===== config.mk =====
export PLATFORM = sky130hd
export DESIGN_NAME = stt_timer
export DESIGN_NICKNAME = d
export VERILOG_FILES = /design/src/design/stt_pkg.sv /design/src/design/stt_timer.sv
export VERILOG_INCLUDE_DIRS = /design/src /design/src/design
export SDC_FILE = /design/constraint.sdc
export NUM_CORES = 1
export LEC_CHECK = 0
export ABC_AREA = 1
export BUFFER_PORTS_ARGS = -buffer_cell sky130_fd_sc_hd__buf_2
export CORE_ASPECT_RATIO = 2
export CORE_MARGIN = 5
export CORE_UTILIZATION = 40
export DETAILED_ROUTE_END_ITERATION = 6
export PLACE_DENSITY = 0.68
export SLEW_MARGIN = 20
export SYNTH_ARGS = -nofsm -noshare
export SYNTH_HDL_FRONTEND = slang
export SYNTH_SLANG_ARGS = --single-unit

===== constraint.sdc =====
create_clock -name CORE_CLK_I -period 2.4 [get_ports CORE_CLK_I]
set_input_delay 0.36 -clock CORE_CLK_I [delete_from_list [all_inputs] [get_ports CORE_CLK_I]]
set_output_delay 0.36 -clock CORE_CLK_I [all_outputs]
set_load 0.03 [all_outputs]

===== src/design/stt_params.svh =====
// Register offsets, field positions and reset values of the standard timer
`ifndef STT_PARAMS_SVH
`define STT_PARAMS_SVH

// ****************************************
// Register word addresses (one per 32-bit register)
// ****************************************
`define STT_ADDR_CTRL0 4'h0
`define STT_ADDR_CTRL1 4'h1
`define STT_ADDR_COUNT 4'h2
`define STT_ADDR_CMPA 4'h3
`define STT_ADDR_PERIOD 4'h4
`define STT_ADDR_FLAGS 4'h5

// ****************************************
// Field positions
// ****************************************
`define STT_C0_PAUSE 7
`define STT_C0_CLKSEL_HI 6
`define STT_C0_CLKSEL_LO 4
`define STT_C0_RUN 3
`define STT_C1_MODE_HI 7
`define STT_C1_MODE_LO 6
`define STT_C1_PIN_HI 5
`define STT_C1_PIN_LO 4
`define STT_C1_INIT 3
`define STT_C1_INV 2
`define STT_C1_SWAP 1
`define STT_C1_CCLR 0
`define STT_FL_A 0
`define STT_FL_P 1
`define STT_FL_IRQ 2

// ****************************************
// Reset values
// ****************************************
`define STT_RST_BYTE 8'h00
`define STT_RST_WORD 16'h0000
`define STT_RST_PRESC 2'h3
`define STT_RST_BUS 32'h00000000

`endif


===== src/design/stt_pkg.sv =====
// Types shared by the standard timer design
package stt_pkg;
    // Operating modes as held in the mode select field
    typedef enum logic [1:0] {
        STT_MODE_CMP = 2'h0,
        STT_MODE_CAP = 2'h1,
        STT_MODE_PWM = 2'h2,
        STT_MODE_TMR = 2'h3
    } stt_mode_t;
    // Bus slave handshake state
    typedef enum logic [0:0] {
        STT_BUS_IDLE,
        STT_BUS_ACK
    } stt_bus_t;
endpackage


===== src/design/stt_timer.sv =====
// Standard timer: 16-bit counter with compare, PWM, single pulse and capture modes
`timescale 1ns/1ps
`include "stt_params.svh"

module stt_timer #(
    parameter int PRESC_W = 2 // Sets the internal clock divider width: the divider is PRESC_W+2 bits
) (
    // Clock and reset
    input wire logic CORE_CLK_I,
    input wire logic RSTN_I,
    // Avalon-MM slave
    input wire logic [3:0] AVS_ADDRESS_I,
    input wire logic AVS_READ_I,
    input wire logic AVS_WRITE_I,
    input wire logic [31:0] AVS_WRITEDATA_I,
    output logic [31:0] AVS_READDATA_O,
    output logic AVS_WAITREQUEST_O,
    // Pins
    input wire logic EXT_CLK_PIN_I,
    input wire logic CAPTURE_PIN_I,
    output logic TIMER_PIN_O,
    output logic TIMER_PIN_OE_O,
    output logic TIMER_EVENT_O
);

    // Elaboration check on the divider width
    if (PRESC_W < 1 || PRESC_W > 4) begin : g_bad_presc
        $error("PRESC_W must lie between 1 and 4");
    end

    // ****************************************
    // Registers
    // ****************************************
    logic run;                 // Counter run bit
    logic pause;               // Counter pause
    logic [2:0] clk_sel;       // Counter clock source
    stt_pkg::stt_mode_t mode;  // Operating mode
    logic [1:0] pin_fn;        // Pin function
    logic init_lvl;            // Initial level / active level
    logic invert;              // Output invert
    logic swap;                // Duty/period swap
    logic cclr;                // Counter clear select
    logic [15:0] cmp_a;        // Compare A value
    logic [7:0] period;        // Period compare byte
    logic [15:0] count;        // Counter
    logic flag_a;              // Match A flag
    logic flag_p;              // Match P flag
    logic run_d;               // Run bit one cycle late, for the rising edge
    logic out_lvl;             // Internal pin level before the mode gating
    logic [PRESC_W+1:0] presc; // Divider for the slow internal rates
    stt_pkg::stt_bus_t bus_st; // Bus handshake state
    // Pin synchronisers: stage one feeds stage two only
    logic ck_s1, ck_s2, ck_s3;
    logic cp_s1, cp_s2, cp_s3;

    // ****************************************
    // Synchronisers
    // ****************************************
    // Two flops per pin, a third for edge detection
    always_ff @(posedge CORE_CLK_I or negedge RSTN_I) begin
        if (!RSTN_I) begin
            {ck_s1, ck_s2, ck_s3} <= 3'h0;
            {cp_s1, cp_s2, cp_s3} <= 3'h0;
        end else begin
            {ck_s1, ck_s2, ck_s3} <= {EXT_CLK_PIN_I, ck_s1, ck_s2};
            {cp_s1, cp_s2, cp_s3} <= {CAPTURE_PIN_I, cp_s1, cp_s2};
        end
    end
    logic ck_rise, ck_fall, cp_rise, cp_fall;
    assign ck_rise = ck_s2 & ~ck_s3;
    assign ck_fall = ~ck_s2 & ck_s3;
    assign cp_rise = cp_s2 & ~cp_s3;
    assign cp_fall = ~cp_s2 & cp_s3;

    // ****************************************
    // Counter clock enable
    // ****************************************
    // Slow internal sources come from a free divider; the external pin
    // edge sources act as the enable themselves.
    always_ff @(posedge CORE_CLK_I or negedge RSTN_I) begin
        if (!RSTN_I) begin
            presc <= '0;
        end else begin
            presc <= presc + 1'b1;
        end
    end
    logic tick;
    always_comb begin
        case (clk_sel)
            3'h0: tick = &presc[1:0];
            3'h1: tick = 1'b1;
            3'h3: tick = &presc[PRESC_W:0];
            3'h6: tick = ck_rise;
            3'h7: tick = ck_fall;
            default: tick = &presc;                   // Codes 2, 4 and 5 share the slowest rate
        endcase
    end

    // ****************************************
    // Comparators and mode decode
    // ****************************************
    logic is_pwm, is_pulse, is_cap, is_cmp;
    logic match_p, match_a, run_rise, cnt_en, clr_cnt;
    logic [16:0] per_len, duty_len;
    assign is_pwm = (mode == stt_pkg::STT_MODE_PWM) && (pin_fn != 2'h3);
    assign is_pulse = (mode == stt_pkg::STT_MODE_PWM) && (pin_fn == 2'h3);
    assign is_cap = (mode == stt_pkg::STT_MODE_CAP);
    assign is_cmp = (mode == stt_pkg::STT_MODE_CMP) || (mode == stt_pkg::STT_MODE_TMR);
    assign cnt_en = run && !pause && tick;
    assign run_rise = run && !run_d;
    // Last count before the high byte reaches the period byte, so period x 256 clocks
    assign match_p = cnt_en && (count == ((period == `STT_RST_BYTE) ? 16'hFFFF : {period - 8'h01, 8'hFF}));
    assign match_a = cnt_en && (count == cmp_a - 16'h0001);
    // Period and duty lengths for the PWM comparison
    assign per_len = (period == `STT_RST_BYTE) ? 17'h10000 : {1'b0, period, 8'h00};
    assign duty_len = {1'b0, cmp_a};
    // Which match restarts the counter in each mode
    always_comb begin
        if (is_pulse) begin
            clr_cnt = 1'b0;
        end else if (is_pwm) begin
            clr_cnt = swap ? match_a : match_p;
        end else if (is_cap) begin
            clr_cnt = match_p;
        end else begin
            clr_cnt = cclr ? match_a : match_p;
        end
    end

    // ****************************************
    // Counter
    // ****************************************
    // Run rise zeroes it; a stopped counter keeps its value
    always_ff @(posedge CORE_CLK_I or negedge RSTN_I) begin
        if (!RSTN_I) begin
            count <= `STT_RST_WORD;
        end else if (run_rise) begin
            count <= `STT_RST_WORD;
        end else if (clr_cnt) begin
            count <= `STT_RST_WORD;
        end else if (cnt_en) begin
            count <= count + 16'h0001;                // Natural wrap when period byte is zero
        end
    end

    // ****************************************
    // Output level
    // ****************************************
    // Compare mode acts on A match only; run rise reloads the initial level
    logic pwm_active;
    always_comb begin
        if (swap) begin
            pwm_active = (per_len >= duty_len) || ({1'b0, count} < per_len);
        end else begin
            pwm_active = (duty_len >= per_len) || ({1'b0, count} < duty_len);
        end
    end
    always_ff @(posedge CORE_CLK_I or negedge RSTN_I) begin
        if (!RSTN_I) begin
            out_lvl <= 1'b0;
        end else if (run_rise && !is_pwm && !is_pulse) begin
            out_lvl <= init_lvl;
        end else if (mode == stt_pkg::STT_MODE_CMP && match_a) begin
            case (pin_fn)
                2'h1: out_lvl <= 1'b0;
                2'h2: out_lvl <= 1'b1;
                2'h3: out_lvl <= ~out_lvl;
                default: out_lvl <= out_lvl;
            endcase
        end
    end
    // Final pin level with active level and invert
    logic next_pin;
    always_comb begin
        if (is_pwm) begin
            case (pin_fn)
                2'h0: next_pin = ~init_lvl;
                2'h1: next_pin = init_lvl;
                default: next_pin = run ? (pwm_active ? init_lvl : ~init_lvl) : ~init_lvl;
            endcase
            next_pin = next_pin ^ invert;
        end else if (is_pulse) begin
            next_pin = (run ? init_lvl : ~init_lvl) ^ invert;
        end else begin
            next_pin = out_lvl ^ invert;
        end
    end
    always_ff @(posedge CORE_CLK_I or negedge RSTN_I) begin
        if (!RSTN_I) begin
            TIMER_PIN_O <= 1'b0;
            TIMER_PIN_OE_O <= 1'b0;
        end else begin
            TIMER_PIN_O <= next_pin;
            // Timer/counter and capture leave the pin free
            TIMER_PIN_OE_O <= (mode == stt_pkg::STT_MODE_CMP) || (mode == stt_pkg::STT_MODE_PWM);
        end
    end

    // ****************************************
    // Capture
    // ****************************************
    logic cap_evt;
    always_comb begin
        case (pin_fn)
            2'h0: cap_evt = cp_rise;
            2'h1: cap_evt = cp_fall;
            2'h2: cap_evt = cp_rise | cp_fall;
            default: cap_evt = 1'b0;
        endcase
        cap_evt = cap_evt && is_cap && run;
    end

    // ****************************************
    // Bus slave
    // ****************************************
    // One wait cycle on every access, then ack
    logic acc, wr_acc;
    assign acc = (AVS_READ_I || AVS_WRITE_I) && (bus_st == stt_pkg::STT_BUS_ACK);
    assign wr_acc = acc && AVS_WRITE_I;
    // Waitrequest is a flop of its own, low in the cycle after a request is seen
    always_ff @(posedge CORE_CLK_I or negedge RSTN_I) begin
        if (!RSTN_I) begin
            bus_st <= stt_pkg::STT_BUS_IDLE;
            AVS_WAITREQUEST_O <= 1'b1;
        end else begin
            AVS_WAITREQUEST_O <= !((bus_st == stt_pkg::STT_BUS_IDLE) && (AVS_READ_I || AVS_WRITE_I));
            case (bus_st)
                stt_pkg::STT_BUS_IDLE: bus_st <= (AVS_READ_I || AVS_WRITE_I) ? stt_pkg::STT_BUS_ACK
                                                                              : stt_pkg::STT_BUS_IDLE;
                default: bus_st <= stt_pkg::STT_BUS_IDLE;
            endcase
        end
    end

    // Control registers; hardware run set/clear wins over a same-cycle write
    always_ff @(posedge CORE_CLK_I or negedge RSTN_I) begin
        if (!RSTN_I) begin
            {pause, clk_sel, run} <= 5'h00;
            mode <= stt_pkg::STT_MODE_CMP;
            {pin_fn, init_lvl, invert, swap, cclr} <= 6'(`STT_RST_BYTE);
            period <= `STT_RST_BYTE;
            run_d <= 1'b0;
        end else begin
            run_d <= run;
            if (wr_acc && AVS_ADDRESS_I == `STT_ADDR_CTRL0) begin
                pause <= AVS_WRITEDATA_I[`STT_C0_PAUSE];
                clk_sel <= AVS_WRITEDATA_I[`STT_C0_CLKSEL_HI:`STT_C0_CLKSEL_LO];
                run <= AVS_WRITEDATA_I[`STT_C0_RUN];
            end
            if (wr_acc && AVS_ADDRESS_I == `STT_ADDR_CTRL1) begin
                mode <= stt_pkg::stt_mode_t'(AVS_WRITEDATA_I[`STT_C1_MODE_HI:`STT_C1_MODE_LO]);
                pin_fn <= AVS_WRITEDATA_I[`STT_C1_PIN_HI:`STT_C1_PIN_LO];
                init_lvl <= AVS_WRITEDATA_I[`STT_C1_INIT];
                invert <= AVS_WRITEDATA_I[`STT_C1_INV];
                swap <= AVS_WRITEDATA_I[`STT_C1_SWAP];
                cclr <= AVS_WRITEDATA_I[`STT_C1_CCLR];
            end
            if (wr_acc && AVS_ADDRESS_I == `STT_ADDR_PERIOD) begin
                period <= AVS_WRITEDATA_I[7:0];
            end
            if (is_pulse && match_a && run) begin
                run <= 1'b0;
            end else if (is_pulse && !run && ck_rise) begin
                run <= 1'b1;
            end
        end
    end
    // Compare A: software write, or capture copy which wins
    always_ff @(posedge CORE_CLK_I or negedge RSTN_I) begin
        if (!RSTN_I) begin
            cmp_a <= `STT_RST_WORD;
        end else if (cap_evt) begin
            cmp_a <= count;
        end else if (wr_acc && AVS_ADDRESS_I == `STT_ADDR_CMPA) begin
            cmp_a <= AVS_WRITEDATA_I[15:0];
        end
    end
    // Flags: write one to clear, a same-cycle event wins
    logic set_a, set_p;
    assign set_a = (match_a && !is_cap) || cap_evt;
    assign set_p = match_p && !(is_cmp && cclr) && !is_pulse;
    always_ff @(posedge CORE_CLK_I or negedge RSTN_I) begin
        if (!RSTN_I) begin
            flag_a <= 1'b0;
            flag_p <= 1'b0;
            TIMER_EVENT_O <= 1'b0;
        end else begin
            flag_a <= set_a | (flag_a & ~(wr_acc && AVS_ADDRESS_I == `STT_ADDR_FLAGS
                                          && AVS_WRITEDATA_I[`STT_FL_A]));
            flag_p <= set_p | (flag_p & ~(wr_acc && AVS_ADDRESS_I == `STT_ADDR_FLAGS
                                          && AVS_WRITEDATA_I[`STT_FL_P]));
            TIMER_EVENT_O <= set_a | set_p;           // One-cycle timer event pulse
        end
    end
    // Read data registered on the edge that first sees the read, one edge before the ack
    always_ff @(posedge CORE_CLK_I or negedge RSTN_I) begin
        if (!RSTN_I) begin
            AVS_READDATA_O <= `STT_RST_BUS;
        end else if (bus_st == stt_pkg::STT_BUS_IDLE && AVS_READ_I) begin
            case (AVS_ADDRESS_I)
                `STT_ADDR_CTRL0: AVS_READDATA_O <= {24'h000000, pause, clk_sel, run, 3'h0};
                `STT_ADDR_CTRL1: AVS_READDATA_O <= {24'h000000, mode, pin_fn, init_lvl, invert, swap, cclr};
                `STT_ADDR_COUNT: AVS_READDATA_O <= {16'h0000, count};
                `STT_ADDR_CMPA: AVS_READDATA_O <= {16'h0000, cmp_a};
                `STT_ADDR_PERIOD: AVS_READDATA_O <= {24'h000000, period};
                `STT_ADDR_FLAGS: AVS_READDATA_O <= {30'h00000000, flag_p, flag_a};
                default: AVS_READDATA_O <= `STT_RST_BUS;
            endcase
        end
    end
endmodule // stt_timer


==> out/metrics.yaml <==
die:
  die_h_um: 184.0
  coreArea_mm2: 0.01490
  dieArea_mm2: 0.01785
  initial_core_util_pct: 40.65
  io-pin-count: 78
  die_w_um: 97.01
  num_rows: 63
power:
  ir_drop_v: 0.0006778
  p_leak_nw: 3.821
  p_total_mw: 6.845
  p_per_area_mw_per_mm2: 924.2
synthesis:
  ys_types: 43
  yosysMostFrequentCell: "nand2_1"
  yosysTopAreaCellShare_pct: 35.95
  synthTopCellsByArea: "dfrtp_1 36%, nand2_1 12%, ha_1 8.7%, inv_1 7.5%, o21ai_0 5.2%"
  avgSynthCellArea_um2: 7.430
  async_flop_share_pct: 100.0
  synth-seq-cells: 88
  synth_common_cells: "194 x nand2_1, 121 x inv_1, 87 x dfrtp_1, 72 x nor2_1, 63 x o21ai_0"
  synthCells: 815
  yosysTopAreaCell: "dfrtp_1"
  synth_area_mm2: 0.006056
  synth-main-ff-cell: "dfrtp_1"
  synth_edf_count: 0
  yosys_warnings: 0
  synth-seq-area-share_pct: 36.38
global_route:
  grt_use_met2_pct: 42.30
  overflow: 0
  busiest_layer: "met2"
  use_met1_pct: 19.95
  grt_pass1_wl_mm: 30.73
  antenna_found_initial: 0
  grt_start_max_net_pins: 44
  met3_usage_pct: 2.583
  grt_pass1_vias: 5885
  grt_usage_pct: 22.68
finish:
  antenna_cells: 0
  nets: 1006
  fillers: 1457
  area_growth_pct: 22.31
  instances_no_fill: 1122
  layout-drive-gt1-share_pct: 21.14
clocking:
  cts_tree: "built"
  htreeDepth: 3
  cts_buffers: 9
  cts.root.buffer_cell: "clkbuf_16"
  clock_path_buffers: 2
  hold_buffers: 0
  clkTransAtPathRegs_ps: 70
  cts_sinks: 88
  clock_latency_ps: 350
sta:
  slew_headroom_pct: 55.32
  finalClockSkew_ps: 9.820
  period_minus_slack_ps: 2334
  hold_viol_final: 3
  finalMaxSlewViolations: 0
  setup_violations: 0
  finalCritPeriodShare_pct: 97.23
  whs_ps: -4.366
  rsz0062_at_grt: "true"
  worstMarginPinSlew_ps: 670.2
  fmax_ghz: 0.4285
routing:
  post_drt_wl_per_cell_um: 17.79
  ant_nets: 0
  num_vias: 5919
  drt-initial-drc-count: 306
  drt_first_pass_iters: 5
  viasPerCell: 5.275
  route.detailed.drc: 0
  wirelength_mm: 19.96
setup_path:
  r2r-end: "TIMER_PIN_O$_DFF_PN0_"
  end_kind: "flip-flop"
  r2r_start: "period[1]$_DFFE_PN0P_"
  critPathRequiredTime_ps: 2640
  critical_path_class: "reg2reg"
  startpoint_type: "flip-flop"
  reg2regPathDepth: 24
  arrival_ps: 2570
  critPathMaxFanout: 2
  reg2reg_setup_slack_ps: 70
outcome:
  status: "finished with violations"
  violations: "negative hold slack"
placement:
  place_inst: 1101
  dp_hpwl_mm: 15.51
  gp_congestion: 0.9793
  numPortBuffers: 45
run:
  maxCapViolCount: 0
hold_path:
  worstHoldPathType: "in2async"
[routing by layer]
layer / share of wire, % / up-vias
li1: - / 2817
met1: 32 / 2767
met2: 53 / 226
met3: 3.6 / 109
met4: 12 / 0
met5: 0 / -
[state kept, by name, indices dropped and copies added, names as in the netlist, 2 cells and up]
register and cells:
presc 4, AVS_READDATA_O 16, pin_fn 2, period 8, count 16, clk_sel 3
cmp_a 16, mode 2
[stage by stage]
stage                     cell area, um2  hold WS [ps]  util (%)  worst slack [ps]  setup TNS, ps
after floorplan                     6112         64.41         -             83.67              0
after global placement              6869         334.8     46.11             33.25              0
after detailed placement            6869         336.3     46.11            -48.22         -443.4
after CTS                           7227         22.36     48.51             2.040              0
after global routing                7407         52.27     49.72            -175.3          -1023
final                               7407        -4.366     49.72             66.45              0
[cell type report]
type	instances	area (um2)	area share, %
Clock inverter	4	76.32	1.030
Inverter	127	484.2	6.537
Tap cell	195	244.0	3.294
Sequential cell	88	2203	29.75
Multi-Input combinational cell	585	3407	46.00
Timing Repair Buffer	111	735.7	9.932
Clock buffer	12	256.5	3.463
[layout by cell type, fill, tap and decap left out, types with 11 or more instances in the layout]
cell type / instances
nor2_1: 65
inv_1: 116
o21ai_0: 61
dfrtp_1: 87
conb_1: 16
buf_2: 44
a21oi_1: 20
nor2_2: 20
nand3_1: 35
ha_1: 39
nand4_1: 11
o22ai_1: 24
xor2_1: 28
nand2_1: 185
buf_4: 66
[timing repair]
item	CTS	global route
resized for setup	5	43
gates cloned	1	0
pin swaps	2	25
buffers inserted	0	4
endpoints found under the setup margin	17	21
endpoints found under the hold margin	0	0
[worst max-delay path, stage by stage (launching register included)]
cell     delay (ps)
dfrtp_1         370
inv_2            60
ha_4            160
nand3_2          80
nor2_4           40
inv_2            70
nand2_4          60
ha_4            260
nand2_2          40
inv_2            60
nand2_2          50
nor2_2           70
nand3_1          90
nand2_1          60
nor2_1           40
a21oi_1         160
nand2_2          90
nand2_2          70
nand2_1          50
nand2_1          60
nand2_1          50
nand2_1          70
nand2_1          50
nand2_1          60
nand2_1          50
[report_power, final]
group / internal [mW] / leakage [nW] / switching [mW]
clock: 0.972 / 0.159 / 0.608
combinational: 1.22 / 2.53 / 1.98
sequential: 1.78 / 1.13 / 0.287
[logic make-up after synthesis]
logic type | count (synthesis) | share of synthesized area [%]
AO/OA/AOI/OAI | 134 | 12.75
XOR/XNOR | 36 | 5.434
adder cells (fa/ha/maj) | 42 | 8.678
buffers and inverters | 158 | 11.16
flip-flops | 88 | 36.38
other | 1 | 0.06192
AND/OR/NAND/NOR | 356 | 25.54
[how the worst max path moves through the flow]
stage,slack (ps),startpoint,end
after floorplan,80,period[0]$_DFFE_PN0P_,TIMER_PIN_O$_DFF_PN0_
after global placement,30,period[0]$_DFFE_PN0P_,TIMER_PIN_O$_DFF_PN0_
after detailed placement,-50,period[0]$_DFFE_PN0P_,TIMER_PIN_O$_DFF_PN0_
after CTS,2,cmp_a[1]$_DFFE_PN0P_,count[1]$_DFFE_PN0P_
after global routing,-180,period[1]$_DFFE_PN0P_,TIMER_PIN_O$_DFF_PN0_
final,70,period[1]$_DFFE_PN0P_,TIMER_PIN_O$_DFF_PN0_
(Power assumes the default switching activity.)
